[src/shared/urwf_params.svh]
// Purpose: offsets, field positions, reset values and timing counts of the receiver block
// Assumes: 32-bit AHB-Lite data, one register per aligned word
// Notes: receive sampling runs from a 16x baud strobe supplied by the baud generator
`ifndef URWF_PARAMS_SVH
`define URWF_PARAMS_SVH

`define URWF_OFS_CTRL_ONE 8'h00
`define URWF_OFS_CTRL_TWO 8'h04
`define URWF_OFS_STATUS_ONE 8'h08
`define URWF_OFS_CTRL_THREE 8'h0C
`define URWF_OFS_DATA 8'h10

// control one
`define URWF_C1_NINE_BIT 4
`define URWF_C1_WAKE_ADDR 3
`define URWF_C1_IDLE_TYPE 2
`define URWF_C1_PARITY_EN 1
`define URWF_C1_PARITY_ODD 0
// control two
`define URWF_C2_TX_EMPTY_IE 7
`define URWF_C2_TX_DONE_IE 6
`define URWF_C2_RX_FULL_IE 5
`define URWF_C2_IDLE_IE 4
`define URWF_C2_RX_EN 2
`define URWF_C2_SLEEP 1
// control three
`define URWF_C3_RX_NINTH 7
`define URWF_C3_TX_NINTH 6
`define URWF_C3_OVERRUN_IE 3
`define URWF_C3_NOISE_IE 2
`define URWF_C3_FRAME_IE 1
`define URWF_C3_PARITY_IE 0
// status one
`define URWF_S1_TX_EMPTY 7
`define URWF_S1_TX_DONE 6
`define URWF_S1_RX_FULL 5
`define URWF_S1_IDLE 4
`define URWF_S1_OVERRUN 3
`define URWF_S1_NOISE 2
`define URWF_S1_FRAME 1
`define URWF_S1_PARITY 0

`define URWF_CTRL_RESET 8'h00
`define URWF_OVERSAMPLE 16
`define URWF_FRAME_BITS8 10
`define URWF_FRAME_BITS9 11

`endif

[src/shared/urwf_pkg.sv]
// Purpose: types shared by the receiver block
// Assumes: nothing
// Notes: state codes left to the tool
package urwf_pkg;
  typedef enum logic [1:0] {RX_IDLE, RX_START, RX_DATA, RX_STOP} urwf_rx_state_t;
endpackage

[src/verilog/urwf_core.sv]
// Purpose: serial receiver with wakeup, status flags, interrupt grouping, AHB-Lite registers
// Assumes: rt_tick pulses one cycle at 16x baud; transmitter shifter sits outside
// Notes: zero-wait AHB slave, always OKAY
//
// Implementation choices: the address map and register access over AHB-Lite.
`timescale 1ns/1ps
`include "urwf_params.svh"

module urwf_core (
  // clock and reset
  input wire logic mclk,
  input wire logic resetn,
  // ahb-lite slave
  input wire logic hsel,
  input wire logic [7:0] haddr,
  input wire logic [1:0] htrans,
  input wire logic hwrite,
  input wire logic [2:0] hsize,
  input wire logic [31:0] hwdata,
  input wire logic hready,
  output logic [31:0] hrdata,
  output logic hreadyout,
  output logic hresp,
  // serial line and baud strobe
  input wire logic receive_line,
  input wire logic rt_tick,
  // transmitter hookup
  input wire logic transmit_buffer_empty_flag,
  input wire logic transmit_complete_flag,
  output logic [7:0] tx_data,
  output logic tx_write,
  output logic transmit_ninth_bit,
  // interrupt requests
  output logic irq_tx,
  output logic irq_rx,
  output logic irq_err
);
  urwf_pkg::urwf_rx_state_t state;
  logic [7:0] serial_control_one, serial_control_two, serial_control_three;
  logic [7:0] serial_data_register;
  logic receive_ninth_bit;
  logic receive_full_flag, idle_flag, overrun_flag, noise_flag, framing_error_flag;
  logic parity_error_flag;
  logic [2:0] hist;
  logic [4:0] slot, cs;
  logic [3:0] bitn;
  logic [1:0] lows;
  logic s8, s9, frame_noise;
  logic [8:0] rx_bits;
  logic comp, comp_nf, comp_fe, comp_pf;
  logic [8:0] comp_data;
  logic [7:0] idle_cnt, idle_thr;
  logic idle_hit, idle_armed, mark_hit;
  logic [4:0] arm;
  logic acc, wr_q, data_rd, stat_rd;
  logic [7:0] addr_q;

  wire nine = serial_control_one[`URWF_C1_NINE_BIT];
  wire wake_addr = serial_control_one[`URWF_C1_WAKE_ADDR];
  wire receive_enable_bit = serial_control_two[`URWF_C2_RX_EN];
  wire receiver_sleep_bit = serial_control_two[`URWF_C2_SLEEP];
  wire idle_type_select = serial_control_one[`URWF_C1_IDLE_TYPE];
  wire [3:0] last_bit = nine ? 4'h8 : 4'h7;
  wire edge_seen = rt_tick && receive_enable_bit && (hist == 3'h7) && !receive_line;
  wire maj = (s8 & s9) | (s8 & receive_line) | (s9 & receive_line);
  wire disagree = (s8 != s9) || (s9 != receive_line);
  wire sw_ctrl_two = wr_q && (addr_q == `URWF_OFS_CTRL_TWO);

  assign cs = (slot == 5'(`URWF_OVERSAMPLE)) ? 5'h01 : slot + 5'h01;
  assign hreadyout = 1'b1;
  assign hresp = 1'b0;
  assign transmit_ninth_bit = serial_control_three[`URWF_C3_TX_NINTH];

  // ahb address phase; zero wait so every accepted phase completes next cycle
  assign acc = hsel && hready && htrans[1];
  assign data_rd = acc && !hwrite && (haddr == `URWF_OFS_DATA);
  assign stat_rd = acc && !hwrite && (haddr == `URWF_OFS_STATUS_ONE);

  always_ff @(posedge mclk or negedge resetn) begin
    if (!resetn) begin
      wr_q <= 1'b0;
      addr_q <= 8'h00;
    end else begin
      wr_q <= acc && hwrite;
      addr_q <= haddr;
    end
  end

  // read data registered at the address phase so it stands through the data phase
  always_ff @(posedge mclk or negedge resetn) begin
    if (!resetn) begin
      hrdata <= 32'h00000000;
    end else if (acc && !hwrite) begin
      case (haddr)
        `URWF_OFS_CTRL_ONE: hrdata <= {24'h000000, serial_control_one};
        `URWF_OFS_CTRL_TWO: hrdata <= {24'h000000, serial_control_two};
        `URWF_OFS_CTRL_THREE: hrdata <= {24'h000000, receive_ninth_bit, serial_control_three[6:0]};
        `URWF_OFS_STATUS_ONE: hrdata <= {24'h000000, transmit_buffer_empty_flag,
          transmit_complete_flag, receive_full_flag, idle_flag, overrun_flag, noise_flag,
          framing_error_flag, parity_error_flag};
        `URWF_OFS_DATA: hrdata <= {24'h000000, serial_data_register};
        default: hrdata <= 32'h00000000;
      endcase
    end
  end

  // control registers; hardware wakeup clears sleep unless software writes control two the same cycle
  always_ff @(posedge mclk or negedge resetn) begin
    if (!resetn) begin
      serial_control_one <= `URWF_CTRL_RESET;
      serial_control_two <= `URWF_CTRL_RESET;
      serial_control_three <= `URWF_CTRL_RESET;
    end else begin
      if (wr_q && addr_q == `URWF_OFS_CTRL_ONE) begin
        serial_control_one <= {3'h0, hwdata[4:0]};
      end
      if (wr_q && addr_q == `URWF_OFS_CTRL_THREE) begin
        serial_control_three <= {1'b0, hwdata[6:0]};
      end
      if (sw_ctrl_two) begin
        serial_control_two <= {hwdata[7:4], 1'b0, hwdata[2:1], 1'b0};
      end else if ((idle_hit && !wake_addr) || mark_hit) begin
        serial_control_two[`URWF_C2_SLEEP] <= 1'b0;
      end
    end
  end

  // transmit buffer write goes straight to the outside transmitter
  always_ff @(posedge mclk or negedge resetn) begin
    if (!resetn) begin
      tx_data <= 8'h00;
      tx_write <= 1'b0;
    end else begin
      tx_write <= wr_q && (addr_q == `URWF_OFS_DATA);
      if (wr_q && addr_q == `URWF_OFS_DATA) begin
        tx_data <= hwdata[7:0];
      end
    end
  end

  // edge history; a framing error on a non-break frame refills it with highs
  always_ff @(posedge mclk or negedge resetn) begin
    if (!resetn) begin
      hist <= 3'h0;
    end else if (rt_tick) begin
      if (state == urwf_pkg::RX_STOP && cs == 5'd10 && !maj && rx_bits != 9'h000) begin
        hist <= 3'h7;
      end else begin
        hist <= {hist[1:0], receive_line};
      end
    end
  end

  // receive sequencer; edges realign the slot count, bits advance at slot 10
  always_ff @(posedge mclk or negedge resetn) begin
    if (!resetn) begin
      state <= urwf_pkg::RX_IDLE;
      slot <= 5'h01;
      bitn <= 4'h0;
      lows <= 2'h0;
      s8 <= 1'b1;
      s9 <= 1'b1;
      frame_noise <= 1'b0;
      rx_bits <= 9'h000;
    end else if (!receive_enable_bit) begin
      state <= urwf_pkg::RX_IDLE;
    end else if (rt_tick) begin
      slot <= edge_seen ? 5'h01 : cs;
      case (state)
        urwf_pkg::RX_IDLE: begin
          if (edge_seen) begin
            state <= urwf_pkg::RX_START;
            lows <= 2'h0;
            frame_noise <= 1'b0;
            rx_bits <= 9'h000;
          end
        end
        urwf_pkg::RX_START: begin
          if (cs == 5'd3 || cs == 5'd5) begin
            lows <= lows + {1'b0, !receive_line};
          end
          if (cs == 5'd7 && (lows + {1'b0, !receive_line}) < 2'h2) begin
            state <= urwf_pkg::RX_IDLE;
          end
          if (cs >= 5'd8 && cs <= 5'd10 && receive_line) begin
            frame_noise <= 1'b1;
          end
          if (cs == 5'd10) begin
            state <= urwf_pkg::RX_DATA;
            bitn <= 4'h0;
          end
        end
        urwf_pkg::RX_DATA, urwf_pkg::RX_STOP: begin
          if (cs == 5'd8) begin
            s8 <= receive_line;
          end
          if (cs == 5'd9) begin
            s9 <= receive_line;
          end
          if (cs == 5'd10) begin
            if (disagree) begin
              frame_noise <= 1'b1;
            end
            if (state == urwf_pkg::RX_DATA) begin
              rx_bits[bitn] <= maj;
              bitn <= bitn + 4'h1;
              if (bitn == last_bit) begin
                state <= urwf_pkg::RX_STOP;
              end
            end else begin
              state <= urwf_pkg::RX_IDLE;
            end
          end
        end
        default: state <= urwf_pkg::RX_IDLE;
      endcase
    end
  end

  // frame completion strobe with its error conditions
  always_ff @(posedge mclk or negedge resetn) begin
    if (!resetn) begin
      comp <= 1'b0;
      comp_nf <= 1'b0;
      comp_fe <= 1'b0;
      comp_pf <= 1'b0;
      comp_data <= 9'h000;
      mark_hit <= 1'b0;
    end else begin
      comp <= receive_enable_bit && rt_tick && state == urwf_pkg::RX_STOP && cs == 5'd10;
      // address mark seen on the last data bit, ahead of the stop bit
      mark_hit <= receive_enable_bit && rt_tick && state == urwf_pkg::RX_DATA && cs == 5'd10 &&
        bitn == last_bit && maj && wake_addr && receiver_sleep_bit;
      comp_nf <= frame_noise || disagree;
      comp_fe <= !maj;
      comp_pf <= serial_control_one[`URWF_C1_PARITY_EN] &&
        ((^(nine ? rx_bits : {1'b0, rx_bits[7:0]})) != serial_control_one[`URWF_C1_PARITY_ODD]);
      comp_data <= nine ? rx_bits : {1'b0, rx_bits[7:0]};
    end
  end

  // idle line counter in 16x ticks
  assign idle_thr = nine ? 8'(`URWF_FRAME_BITS9 * `URWF_OVERSAMPLE) :
    8'(`URWF_FRAME_BITS8 * `URWF_OVERSAMPLE);
  assign idle_hit = rt_tick && receive_line && idle_cnt == idle_thr - 8'h01;

  always_ff @(posedge mclk or negedge resetn) begin
    if (!resetn) begin
      idle_cnt <= 8'h00;
    end else if (rt_tick) begin
      if (!receive_enable_bit || !receive_line ||
          (idle_type_select && state != urwf_pkg::RX_IDLE)) begin
        idle_cnt <= 8'h00;
      end else if (idle_cnt < idle_thr) begin
        idle_cnt <= idle_cnt + 8'h01;
      end
    end
  end

  // receive buffer and flags; a set in the clearing cycle wins
  wire take = comp && !receiver_sleep_bit && !framing_error_flag && !receive_full_flag;
  wire lose = comp && !receiver_sleep_bit && !framing_error_flag && receive_full_flag;
  wire set_idle = idle_hit && !receiver_sleep_bit && idle_armed;
  wire [4:0] clr = data_rd ? arm : 5'h00;

  always_ff @(posedge mclk or negedge resetn) begin
    if (!resetn) begin
      arm <= 5'h00;
    end else if (stat_rd) begin
      arm <= {receive_full_flag, idle_flag, overrun_flag, noise_flag, framing_error_flag};
    end else if (data_rd) begin
      arm <= 5'h00;
    end
  end

  always_ff @(posedge mclk or negedge resetn) begin
    if (!resetn) begin
      serial_data_register <= 8'h00;
      receive_ninth_bit <= 1'b0;
      receive_full_flag <= 1'b0;
      idle_flag <= 1'b0;
      idle_armed <= 1'b0;
      overrun_flag <= 1'b0;
      noise_flag <= 1'b0;
      framing_error_flag <= 1'b0;
      parity_error_flag <= 1'b0;
    end else begin
      if (take) begin
        serial_data_register <= comp_data[7:0];
        receive_ninth_bit <= comp_data[8];
        idle_armed <= 1'b1;
      end else if (set_idle) begin
        idle_armed <= 1'b0;
      end
      receive_full_flag <= take || (receive_full_flag && !clr[4]);
      idle_flag <= set_idle || (idle_flag && !clr[3]);
      overrun_flag <= lose || (overrun_flag && !clr[2]);
      noise_flag <= (take && comp_nf) || (noise_flag && !clr[1]);
      framing_error_flag <= (take && comp_fe) || (framing_error_flag && !clr[0]);
      // parity has no arm slot; it clears with receive-full, which it always sets with
      parity_error_flag <= (take && comp_pf) || (parity_error_flag && !clr[4]);
    end
  end

  // interrupt grouping, each source masked on its own
  always_ff @(posedge mclk or negedge resetn) begin
    if (!resetn) begin
      irq_tx <= 1'b0;
      irq_rx <= 1'b0;
      irq_err <= 1'b0;
    end else begin
      irq_tx <= (transmit_buffer_empty_flag && serial_control_two[`URWF_C2_TX_EMPTY_IE]) ||
        (transmit_complete_flag && serial_control_two[`URWF_C2_TX_DONE_IE]);
      irq_rx <= (receive_full_flag && serial_control_two[`URWF_C2_RX_FULL_IE]) ||
        (idle_flag && serial_control_two[`URWF_C2_IDLE_IE]);
      irq_err <= (overrun_flag && serial_control_three[`URWF_C3_OVERRUN_IE]) ||
        (noise_flag && serial_control_three[`URWF_C3_NOISE_IE]) ||
        (framing_error_flag && serial_control_three[`URWF_C3_FRAME_IE]) ||
        (parity_error_flag && serial_control_three[`URWF_C3_PARITY_IE]);
    end
  end
endmodule

[config.mk]
export PLATFORM = sky130hd
export DESIGN_NAME = urwf_core
export DESIGN_NICKNAME = d
export VERILOG_FILES = /design/src/shared/urwf_pkg.sv /design/src/verilog/urwf_core.sv
export VERILOG_INCLUDE_DIRS = /design/src /design/src/shared
export SDC_FILE = /design/constraint.sdc
export NUM_CORES = 1
export LEC_CHECK = 0
export CAP_MARGIN = 20
export CORE_MARGIN = 5
export CORE_UTILIZATION = 50
export DETAILED_ROUTE_END_ITERATION = 6
export DONT_BUFFER_PORTS = 1
export PLACE_DENSITY = 0.68
export SETUP_SLACK_MARGIN = 0.2
export SLEW_MARGIN = 25
export SYNTH_ARGS = -nofsm -noshare
export SYNTH_HDL_FRONTEND = slang
export SYNTH_SLANG_ARGS = --single-unit
[constraint.sdc]
create_clock -name mclk -period 2.22 [get_ports mclk]
set_input_delay 0.111 -clock mclk [delete_from_list [all_inputs] [get_ports mclk]]
set_output_delay 0.111 -clock mclk [all_outputs]
set_load 0.005 [all_outputs]
# Yosys cells after proc, flatten, opt, wreduce, memory -nomap -nowiden
# Index checks and enable logic that the tools add are counted.
# totals
ff_bits	142
out_inout_bits	47
word_cells	242
# classes
addsub	5
magnitude_cmp	6
n_eq_ne	35
muxes	44
n_bitwise	5
reduce_logical	109
# ops
op	count
$logic_and A1 B1 Y1	56
$pmux W8 S5	1
$mux W9	4
$mux W5	6
$eq A8 B4 Y1 const B	3
$mux W2	10
$pmux W9 S2	1
$reduce_and A6 Y1	3
$logic_or A1 B1 Y1	17
$eq A8 B3 Y1 const B	2
$eq A8 B5 Y1 const B	2
$logic_not A8 Y1	2
$mux W4	4
$mux W8	2
$ne A2 B2 Y1 const B	8
$reduce_bool A2 Y1	8
$eq A5 B4 Y1 const B	3
$logic_not A1 Y1	13
$eq A5 B3 Y1 const B	2
$reduce_and A5 Y1	2
$bwmux W9	1
$mux W1	9
$reduce_bool A9 Y1	1
$reduce_xor A9 Y1	1
other kinds (33)	43

# Depth between registers and ports, before layout
# Gate-level depths: netlist (run 1).
# logic_depth
ltp_word	9
depth_mapped	9
ltp_nobuf	8

# Least setup slack after synthesis (run 1)
# OpenSTA, ideal clock, no wires.
# synth_path
kind	register to register
start	reg slot[0]
end	reg state[0]
setup_time_ns	0.123
arrival_ns	2.051
required_ns	2.097
path_slack_ns	0.046
stages_incl_launch_ff	9
path_buffers	0
cell_sequence	dfstp_2 -> inv_1 -> ha_1 -> nand3b_1 -> a21oi_2 -> or4b_1 -> o311ai_2 -> nand4_1 -> mux2i_1
# synth_between
elab_chain_len	7
# synth_lines
item	line	rtl
from (decl)	urwf_core.sv:45	logic [4:0] slot, cs;
from (signal assigned)	urwf_core.sv:168	slot <= edge_seen ? 5'h01 : cs;
$add A5 B1 Y5 / $eq A5 B5 Y1 (equally long branches)	urwf_core.sv:69	assign cs = (slot == 5'(`URWF_OVERSAMPLE)) ? 5'h01 : slot + 5'h01;
$mux W5 *	urwf_core.sv:69	
$eq A5 B4 Y1	urwf_core.sv:188, urwf_core.sv:200	
$mux W2	urwf_core.sv:188	if (cs == 5'd10) begin
$pmux W2 S3	urwf_core.sv:169	case (state)
$mux W2	urwf_core.sv:167	end else if (rt_tick) begin
$mux W2	urwf_core.sv:165	end else if (!receive_enable_bit) begin
to (signal assigned)	urwf_core.sv:166	state <= urwf_pkg::RX_IDLE;
to (signal assigned)	urwf_core.sv:172	state <= urwf_pkg::RX_START;
to (signal assigned)	urwf_core.sv:189	state <= urwf_pkg::RX_DATA;
to (decl)	urwf_core.sv:38	urwf_pkg::urwf_rx_state_t state;
# Every way passes the cells marked *; elsewhere a longest branch is shown, timed or not. The select of a mux whose other input is x is not followed.
# A chain may end at the register's enable or synchronous reset.

# Worst setup path in the final report (run 1)
# Same ends and word-level chain as after synthesis.

==> key figures, run 1 <==
Timing
  • Slew margin rel.: 0.325
  • Final Skew: ~0.0080 ns
  • Hold Fails Final Rpt: 118
  • Pins Over Slew Limit: 0
  • RSZ-0062 raised after global routing: yes
  • Min Tclk post-route: 2.20 ns
  • Max frequency: around 450 MHz
  • Final setup viols: 0
  • Tcrit/Tclk final: 0.992
  • Worst hold slack: -0.616 ns
  • Slew @ Worst Pin: 1.01 ns
  • Worst Slack Setup Final: 0.0167 ns

Worst setup path
  • R2R Path Start: slot[0]$_DFFE_PN1P_
  • Crit end category: flop
  • Worst EP required: about 2.5 ns
  • Worst Path Class, Setup: reg -> reg
  • Crit start category: flop
  • Crit path DAT: 2.50 ns
  • Worst Path Max Fanout: 4
  • Crit path from: slot[0]$_DFFE_PN1P_

Job
  • Max cap viols: 0

Yosys
  • EDFF count, synth: 0
  • Synthesized area per cell: 10.8 um^2
  • Synthesized area: around 6000 um^2
  • Synth Register Bits: between 100 and 150
  • Fraction of registers with async set or reset after synthesis: 1.00
  • Post-synth cell types: 62
  • Synth Warn #: 0
  • Top_reg_cell synth: dfrtp_1
  • Gate count of the mapped netlist: 539
  • Post-synthesis sequential area ratio: 0.507

Placement
  • Detailed placement HPWL: between 8000 and 9000 um
  • Pre-CTS WS: -0.0274 ns
  • Port bufs: 0
  • GPL Wtd Cong: between 0.8 and 0.9

Clock network
  • Max H-tree Level: 4
  • CTS clock-pin slew for the worst setup and hold paths: ~0.060 ns
  • Root Driver: clkbuf_16
  • Max Root-Sink Buffers: 2
  • Clock buffer count from CTS: 17
  • CTS tree: yes
  • Clock Sinks: 118
  • Clock Latency Late Sink: 0.42 ns

Global routing
  • Initial antenna violation count: 0
  • First-pass GRT wire length: 22600 um
  • GRT Total Usage: 0.201
  • Grt ovf: 0
  • Pin count of the biggest net entering global routing: 119
  • Vias in the first global route: 4568

Drt
  • Final WL: between 10000 and 15000 um
  • Routed Antenna Nets: 0
  • Drt initial violations: 268
  • Via density: 5.72
  • DRC Markers: 0
  • Wire length per cell: 18.3 um
  • Pre-antenna DRT Iters: 4
  • Vias: 4304

Run status
  • Status: complete, but fails checks
  • Violated checks: hold timing

Pwr
  • Total power: 7240 uW
  • Lkg Pwr: approximately 0.0033 uW
  • PD cells: 987 nW/um^2
  • IR drop worst, VDD: between 0.5 and 0.6 mV

Finish
  • Layout cells sized above 1: 0.267
  • Area of the multi-input gates: 2930 um^2
  • Fill cells: approximately 850
  • # diodes: 0
  • Area growth syn-to-layout: 25.7%
  • Number of nets in the finished design: 673
  • Register area: 2960 um^2
  • Final Util: 0.642

Floorplan
  • Standard-cell rows: 39
  • Die height: about 120 um
  • Die area: about 14000 um^2
  • Core box area: 11400 um^2
  • Ports: 101
  • Die width: 118 um
  • Initial Utilization: 0.511

Min path
  • Hold Crit Class: in -> async
[cells in the mapped netlist (all sizes together), types with 6 or more instances]
cell type,number,area (um^2)
ha,22,275
nor2,22,82.6
mux2i,11,110
mux2,35,394
inv,30,113
nand4,8,50.1
clkbuf,11,41.3
dfrtp,115,2880
xnor2,9,78.8
buf,31,224
a22o,22,193
and2,7,43.8
nand2b,6,37.5
a21oi,18,93.8
nor2b,8,60.1
o21ai,46,230
nand3,9,45.0
a22oi,8,60.1
nand2,45,169
[stage by stage]
stage	area (um^2)	setup TNS [ns]	hold slack (ns)	instances
after detailed placement	6030	-0.0779	-0.182	687
after floorplan	5950	0	-0.185	563
after CTS	7060	-0.00448	-0.628	747
after global placement	6030	0	-0.182	687
final	7330	0	-0.616	753
after global routing	7330	-0.173	-0.638	753
[state kept, by name, summed over array words and instances (netlist names), 2 cells and up]
name,flops
idle_cnt,8
hist,3
lows,2
serial_control_three,7
rx_bits,9
state,2
serial_control_two,6
hrdata,8
comp_data,9
arm,5
serial_data_register,8
tx_data,8
addr_q,8
serial_control_one,5
bitn,4
slot,5
[critical path, cell delays in order (launching register included)]
cell and delay, ns:
dfstp_2 0.58, inv_2 0.06, ha_4 0.15, nand3b_1 0.11, a21oi_2 0.07, or4b_4 0.49, o311ai_4 0.30, nand4_1 0.16
mux2i_1 0.15
[power breakdown]
| group | leakage [uW] | switching, uW | total, uW | internal [uW] |
|---|---|---|---|---|
| clock | 0.000288 | 1010 | 2890 | 1880 |
| combinational | 0.00151 | 980 | 1780 | 803 |
| sequential | 0.00154 | 219 | 2570 | 2350 |
[kinds of logic after synthesis]
family	Yosys count	synth area share
AO/OA/AOI/OAI	127	0.145
XOR/XNOR	13	0.0195
adder cells (fa/ha/maj)	22	0.0472
buffers and inverters	72	0.0648
flip-flops	118	0.507
multiplexers	46	0.0865
other	2	0.00129
AND/OR/NAND/NOR	139	0.129
[final timing paths]
path,to,slack [ns],cells past startpoint
worst max-delay path,state[0]$_DFFE_PN0P_,0.02,8
worst min-delay path,tx_data[3]$_DFFE_PN0P_,-0.62,0
worst max register to register,state[0]$_DFFE_PN0P_,0.02,8
worst min register to register,comp_data[0]$_DFF_PN0_,0.43,0
max in group asynchronous,s9$_DFFE_PN1P_,2.60,0
min in group mclk,hrdata[5]$_DFFE_PN0P_,0.02,3
[per-layer routing]
layer  wire length [um]  track usage
met1               5530        0.234
met2               7090        0.335
met3                663       0.0620
met4                522        0.102
met5                  0            0
[repair_timing]
item / in CTS / in global routing
cloned: 0 / 0
resized for setup: 49 / 47
hold buffers: 23 / 1
hold endpoints to repair: 177 / 120
endpoints found under the setup margin: 23 / 47
buffers inserted: 5 / 5
pin swaps: 15 / 25
[cell type report]
class                      count  share of cell area
clock buffer                  17              0.0580
clock inverter                15              0.0280
inverter                      30              0.0157
multi-input combinational    373               0.399
sequential                   118               0.403
tap                          143              0.0244
timing repair buffer          57              0.0713
[placed cells by master, fill, tap and decap left out, types with 5 or more instances in the layout]
cell,n
dfrtp_1,115
nand2_1,39
mux2_2,29
inv_1,28
conb_1,26
buf_4,26
o21ai_0,25
dlygate4sd3_1,24
a22o_1,22
nor2_1,20
ha_1,20
clkbuf_16,17
a21oi_1,15
o21ai_2,15
mux2i_1,10
xnor2_1,9
nand3_1,9
nand4_1,8
a22oi_1,8
nor2b_1,6
nand2b_1,6
mux2_4,6
clkinvlp_4,6
buf_6,6
and2_1,5
and3_1,5
No activity file was read; power rests on OpenSTA's default activity.
==> run 2, diff against run 1 <==
Settings changed: PLACE_DENSITY 0.68 to 0.65.
==> run 2 against run 1 <==
- the run still ends with hold timing left
- hold slack about the same
- cell area shrank 4.7%
- sequential power about the same
- clock skew grew 0.0051 ns
- first-iteration DRC count is 28% lower
- final cell count fell by 1.2%
- via count shrank 4.3%
- sequential share of layout area rose by 2.0 points
- worst setup slack lost 0.0065 ns
- wire length decreased by 5.2%
==> key figures, run 2 (synthesis results as in run 1) <==
Finish
  • Layout cells sized above 1: 0.228 (-0.0393)
  • Fill cells: 946 (+11%)
  • Commonest cells after routing, fill and taps aside: 115 x dfrtp_1, 41 x nand2_1, 35 x mux2_2, 29 x inv_1, 27 x o21ai_0
  • Largest regs: comp_data: 9 flops, rx_bits: 9 flops
  • # diodes: 0 (unchanged)
  • Commonest non-fill, non-tap cell in the layout: dfrtp_1
  • Area growth syn-to-layout: 19.8%
  • Number of nets in the finished design: 664 (-1.3%)

Timing
  • Final setup viols: 0 (unchanged)
  • Tcrit/Tclk final: 0.995 (+0.00295)
  • Slew margin rel.: 0.591 (+0.266)
  • Max frequency: 453 MHz (-0.30%)
  • Setup TNS: 0 ns (unchanged)
  • Min Tclk post-route: 2.21 ns (+0.00655 ns)
  • Hold Fails Final Rpt: 118 (unchanged)
  • Worst hold slack: -0.616 ns (+0.0000970 ns)
  • Slew @ Worst Pin: 0.610 ns (-0.400 ns)
  • RSZ-0062 raised after global routing: yes
  • Final Skew: 0.0131 ns (+0.00510 ns)
  • Pins Over Slew Limit: 0 (unchanged)

Clock network
  • Clock Latency Late Sink: 0.41 ns (about the same)
  • Root Driver: clkbuf_16
  • CTS clock-pin slew for the worst setup and hold paths: 0.06 ns (about the same)
  • CTS Hold Bufs: 22 (-4.3%)
  • CTS tree: yes
  • Max H-tree Level: 4 (unchanged)
  • Clock buffer count from CTS: 17 (unchanged)
  • Max Root-Sink Buffers: 2 (unchanged)
  • Clock Sinks: 118 (unchanged)

Worst setup path
  • FF-to-FF setup slack: 0.01 ns (about the same)
  • Worst Path Max Fanout: 3 (-1)
  • R2R cell count: 8 (unchanged)
  • Worst Path Class, Setup: reg -> reg
  • Crit path DAT: 2.50 ns (about the same)
  • Crit end category: flop
  • Worst r2r dst: state[0]$_DFFE_PN0P_
  • Crit start category: flop
  • R2R Path Start: slot[0]$_DFFE_PN1P_
  • Worst EP required: 2.51 ns (about the same)

Floorplan
  • Die area: 13900 um^2 (unchanged)
  • Standard-cell rows: 39 (unchanged)
  • Initial Utilization: 0.511 (unchanged)
  • Die height: 118 um (unchanged)
  • Ports: 101 (unchanged)
  • Die width: 118 um (unchanged)
  • Core box area: 11400 um^2 (unchanged)

Pwr
  • Total power: 6690 uW (-7.6%)
  • Lkg Pwr: 0.00322 uW (-3.4%)
  • PD cells: 958 nW/um^2 (-3.0%)
  • IR drop worst, VDD: 0.754 mV (+49%)

Global routing
  • GRT Total Usage: 0.197 (-0.00384)
  • Pin count of the biggest net entering global routing: 119 (unchanged)
  • Grt ovf: 0 (unchanged)
  • Initial antenna violation count: 0 (unchanged)
  • First-pass GRT wire length: 22200 um (-1.8%)
  • Vias in the first global route: 4384 (-4.0%)

Job
  • Max cap viols: 0 (unchanged)

Drt
  • Routed Antenna Nets: 0 (unchanged)
  • Via density: 5.53 (-3.2%)
  • Final WL: 13100 um (-5.2%)
  • DRC Markers: 0 (unchanged)
  • Vias: 4117 (-4.3%)
  • Drt initial violations: 192 (-28%)
  • Pre-antenna DRT Iters: 4 (unchanged)
  • Wire length per cell: 17.6 um (-4.0%)

Min path
  • Hold Crit Class: in -> async

Placement
  • Detailed placement HPWL: 8790 um (-1.1%)
  • Port bufs: 0 (unchanged)
  • GPL Wtd Cong: 0.856 (+1.5%)

Run status
  • Violated checks: hold timing
  • Status: complete, but fails checks
## run 2: cell count changes in the layout (fill, tap and decap cells not counted), sizes merged
cell	before	now
clkinv	4	6
bufinv	4	1
inv	31	33
dlygate4sd3	24	22
clkinvlp	6	2
clkbuf	17	20
buf	33	26
## run 2: worst max-delay path by stage
stage                        startpoint                    to  slack, ns  depth (start not counted)
floorplan           slot[0]$_DFFE_PN1P_  state[0]$_DFFE_PN0P_       0.08                          8
global placement    slot[0]$_DFFE_PN1P_  state[0]$_DFFE_PN0P_       0.05                          8
detailed placement  slot[0]$_DFFE_PN1P_  state[0]$_DFFE_PN0P_     -0.005                          8
CTS                 slot[0]$_DFFE_PN1P_  state[0]$_DFFE_PN0P_       0.03                          8
global route        slot[0]$_DFFE_PN1P_  state[0]$_DFFE_PN0P_      -0.09                          8
finish              slot[0]$_DFFE_PN1P_  state[0]$_DFFE_PN0P_       0.01                          8
## run 2: area by class of cell
type | count | area, um^2 | area share
repair buffers | 48 | 415 | 0.0595
flip-flops and latches | 118 | 2960 | 0.423
clock inverters | 12 | 120 | 0.0172
well taps | 143 | 179 | 0.0256
clock buffers | 20 | 457 | 0.0654
multi-input cells | 373 | 2740 | 0.393
inverters | 30 | 113 | 0.0161
## run 2: per-stage QoR
step           worst slack [ns]   util  area (um^2)  hold slack [ns]  instances
5_1_grt                 -0.0940  0.612         6980           -0.638        744
3_5_place_dp           -0.00516  0.526         6010           -0.182        684
3_3_place_gp             0.0458  0.526         6010           -0.182        684
2_1_floorplan            0.0813      -         5950           -0.185        563
4_1_cts                  0.0273  0.600         6850           -0.630        741
6_report                 0.0102  0.612         6980           -0.616        744
## run 2: worst max-delay path, stage by stage, from the launching register on
cell	delay, ns
dfstp_2	0.57
inv_2	0.06
ha_4	0.15
nand3b_1	0.12
a21oi_2	0.08
or4b_4	0.55
o311ai_4	0.28
nand4_1	0.14
mux2i_1	0.14
## run 2: metal layers
metal	vias to the layer above	GRT usage	wire [um]
li1	1961	-	-
met1	2037	0.233	5560
met2	96	0.344	6690
met3	23	0.0548	586
met4	0	0.0681	254
met5	-	0	0
## run 2: what timing repair did
| item | CTS | global route |
|---|---|---|
| pin swaps | 4 | 12 |
| endpoints found under the hold margin | 180 | 118 |
| gates resized for setup | 8 | 41 |
| endpoints found under the setup margin | 19 | 31 |
| setup buffers | 3 | 3 |
## run 2: where the power goes
group	switching, uW	internal [uW]
registers	210	2350
logic	831	680
clock network	1010	1610
total	2050	4640
==> run 3, diff against run 2 <==
Settings changed: CTS_BUF_LIST from default to sky130_fd_sc_hd__clkbuf_4 sky130_fd_sc_hd__clkbuf_8, SLEW_MARGIN 25 to default.
==> run 3 against run 2 <==
- wire length grew 4.1%
- via count grew 2.2%
- clock power shrank 28%
- global-route usage is essentially flat
- utilization shrank 0.30 points
- first-iteration DRC count grew 18%
- cell area shrank 0.48%
- fmax shrank 1.0%
- the flow finishes with violations (hold timing, setup timing)
- largest power group is now sequential cells
==> key figures, run 3 (synthesis results as in run 1) <==
Clock network
  • Clock Latency Late Sink: 0.44 ns (+0.03 ns)
  • Max Root-Sink Buffers: 2 (unchanged)
  • Clock buffer count from CTS: 17 (unchanged)
  • CTS clock-pin slew for the worst setup and hold paths: 0.08 ns (+0.02 ns)
  • Clock Sinks: 118 (unchanged)
  • Root Driver: clkbuf_8
  • Max H-tree Level: 4 (unchanged)
  • CTS tree: yes

Worst setup path
  • Crit path from: slot[0]$_DFFE_PN1P_
  • Crit path DAT: 2.55 ns (+0.05 ns)
  • Crit end category: flop
  • Worst Path Max Fanout: 3 (unchanged)
  • Worst r2r dst: state[0]$_DFFE_PN0P_
  • R2R cell count: 8 (unchanged)
  • Worst EP required: 2.54 ns (+0.03 ns)
  • FF-to-FF setup slack: -0.01 ns (-0.02 ns)
  • R2R Path Start: slot[0]$_DFFE_PN1P_
  • Crit start category: flop
  • Worst Path Class, Setup: reg -> reg

Drt
  • Pre-antenna DRT Iters: 4 (unchanged)
  • Routed Antenna Nets: 0 (unchanged)
  • Final WL: 13600 um (+4.1%)
  • Wire length per cell: 18.2 um (+3.5%)
  • DRC Markers: 0 (unchanged)
  • Drt initial violations: 226 (+18%)
  • Via density: 5.62 (+1.6%)
  • Vias: 4207 (+2.2%)

Finish
  • Final Util: 0.609 (-0.00296)
  • Area of the multi-input gates: 2860 um^2 (+4.1%)
  • Fill cells: 960 (+1.5%)
  • Non-Filler Instances: 748 (+0.54%)
  • Commonest non-fill, non-tap cell in the layout: dfrtp_1
  • Largest regs: comp_data: 9 flops, rx_bits: 9 flops
  • Layout cells sized above 1: 0.245 (+0.0167)
  • Number of nets in the finished design: 668 (+0.60%)
  • # diodes: 0 (unchanged)
  • Commonest cells after routing, fill and taps aside: 114 x dfrtp_1, 40 x nand2_1, 29 x inv_1, 29 x mux2_2, 27 x buf_4
  • Area growth syn-to-layout: 19.2%
  • Register area: 2960 um^2 (about the same)
  • Final instance area: 6950 um^2 (-0.48%)

Timing
  • Worst Slack Setup Final: -0.0122 ns (-0.0224 ns)
  • RSZ-0062 raised after global routing: yes
  • Min Tclk post-route: 2.23 ns (+0.0224 ns)
  • Pins Over Slew Limit: 0 (unchanged)
  • Setup TNS: -0.0122 ns (-0.0122 ns)
  • Final setup viols: 1 (+1)
  • Max frequency: 448 MHz (-1.0%)
  • Slew margin rel.: 0.314 (-0.277)
  • Hold Fails Final Rpt: 118 (unchanged)
  • Slew @ Worst Pin: 1.03 ns (+0.416 ns)
  • Tcrit/Tclk final: 1.01 (+0.0101)
  • Worst hold slack: -0.640 ns (-0.0240 ns)
  • Final Skew: 0.0124 ns (-0.000666 ns)

Floorplan
  • Core box area: 11400 um^2 (unchanged)
  • Die width: 118 um (unchanged)
  • Standard-cell rows: 39 (unchanged)
  • Die area: 13900 um^2 (unchanged)
  • Die height: 118 um (unchanged)
  • Ports: 101 (unchanged)
  • Initial Utilization: 0.511 (unchanged)

Min path
  • Hold Crit Class: in -> async

Global routing
  • Vias in the first global route: 4358 (-0.59%)
  • Global route hottest layer: met2
  • Met3 usage: 0.0514 (-0.00336)
  • GRT Total Usage: 0.197 (about the same)
  • Initial antenna violation count: 0 (unchanged)
  • M1 GR Usage: 0.235 (+0.00257)
  • Pin count of the biggest net entering global routing: 119 (unchanged)
  • First-pass GRT wire length: 22100 um (about the same)
  • Met2 Track Usage GR: 0.334 (-0.0103)
  • Grt ovf: 0 (unchanged)

Pwr
  • PD cells: 882 nW/um^2 (-7.9%)
  • Lkg Pwr: 0.00319 uW (-1.1%)
  • IR drop worst, VDD: 0.590 mV (-22%)

Placement
  • Detailed placement HPWL: 8790 um (unchanged)
  • Placed instance count: 684 (unchanged)
  • Placed cell area: 6010 um^2 (unchanged)
  • Pre-CTS WS: -0.00516 ns (unchanged)
  • GPL Wtd Cong: 0.856 (unchanged)
  • Port bufs: 0 (unchanged)

Run status
  • Violated checks: hold timing, setup timing
  • Status: complete, but fails checks

Job
  • Max cap viols: 0 (unchanged)
-- run 3: cell types whose count changed in the layout (fill, tap and decap cells not counted), moves of 2 or more --
cell,delta
nor4_4,+2
o21ai_1,+2
mux2_4,+6
o21ai_0,-2
clkbuf_8,+17
nor4_1,-2
dlygate4sd3_1,+2
clkbuf_16,-17
mux2_2,-6
-- run 3: cell type report --
type / count / share of cell area
Clock inverter: 12 / 0.0173
Multi-Input combinational cell: 373 / 0.411
Clock buffer: 20 / 0.0387
Inverter: 30 / 0.0162
Tap cell: 143 / 0.0257
Sequential cell: 118 / 0.426
Timing Repair Buffer: 52 / 0.0653
-- run 3: worst max-delay path: stages, from the launching register on --
cell and delay [ns]:
dfstp_2 0.58, inv_2 0.06, ha_4 0.15, nand3b_1 0.12, a21oi_2 0.08, or4b_4 0.55
o311ai_4 0.28, nand4_1 0.15, mux2i_1 0.14
-- run 3: how the worst max path moves through the flow --
stage | to | slack, ns | cells after the start
floorplan | state[0]$_DFFE_PN0P_ | 0.08 | 8
global placement | state[0]$_DFFE_PN0P_ | 0.05 | 8
detailed placement | state[0]$_DFFE_PN0P_ | -0.005 | 8
CTS | state[0]$_DFFE_PN0P_ | 0.02 | 8
global route | state[0]$_DFFE_PN0P_ | -0.11 | 8
finish | state[0]$_DFFE_PN0P_ | -0.01 | 8
-- run 3: layer usage --
layer | vias up | share of wire
met5 | - | 0
met4 | 0 | 0.026
met3 | 24 | 0.041
met2 | 112 | 0.51
met1 | 2105 | 0.42
li1 | 1966 | -
-- run 3: metrics by stage --
step | hold WS (ns) | total power, uW
floorplan | -0.185 | 3530
global placement | -0.182 | 3760
detailed placement | -0.182 | 3810
CTS | -0.671 | 5830
global route | -0.690 | 6490
finish | -0.640 | 6130
-- run 3: repair_timing --
item | CTS | global route
setup endpoints to repair | 19 | 50
pin swaps | 4 | 22
gates resized for setup | 11 | 62
hold buffers | 23 | 1
endpoints found under the hold margin | 185 | 121
setup buffers | 3 | 5
-- run 3: power breakdown --
group,internal (uW),switching (uW)
clock network,972,922
logic,751,915
registers,2350,225
total,4070,2060
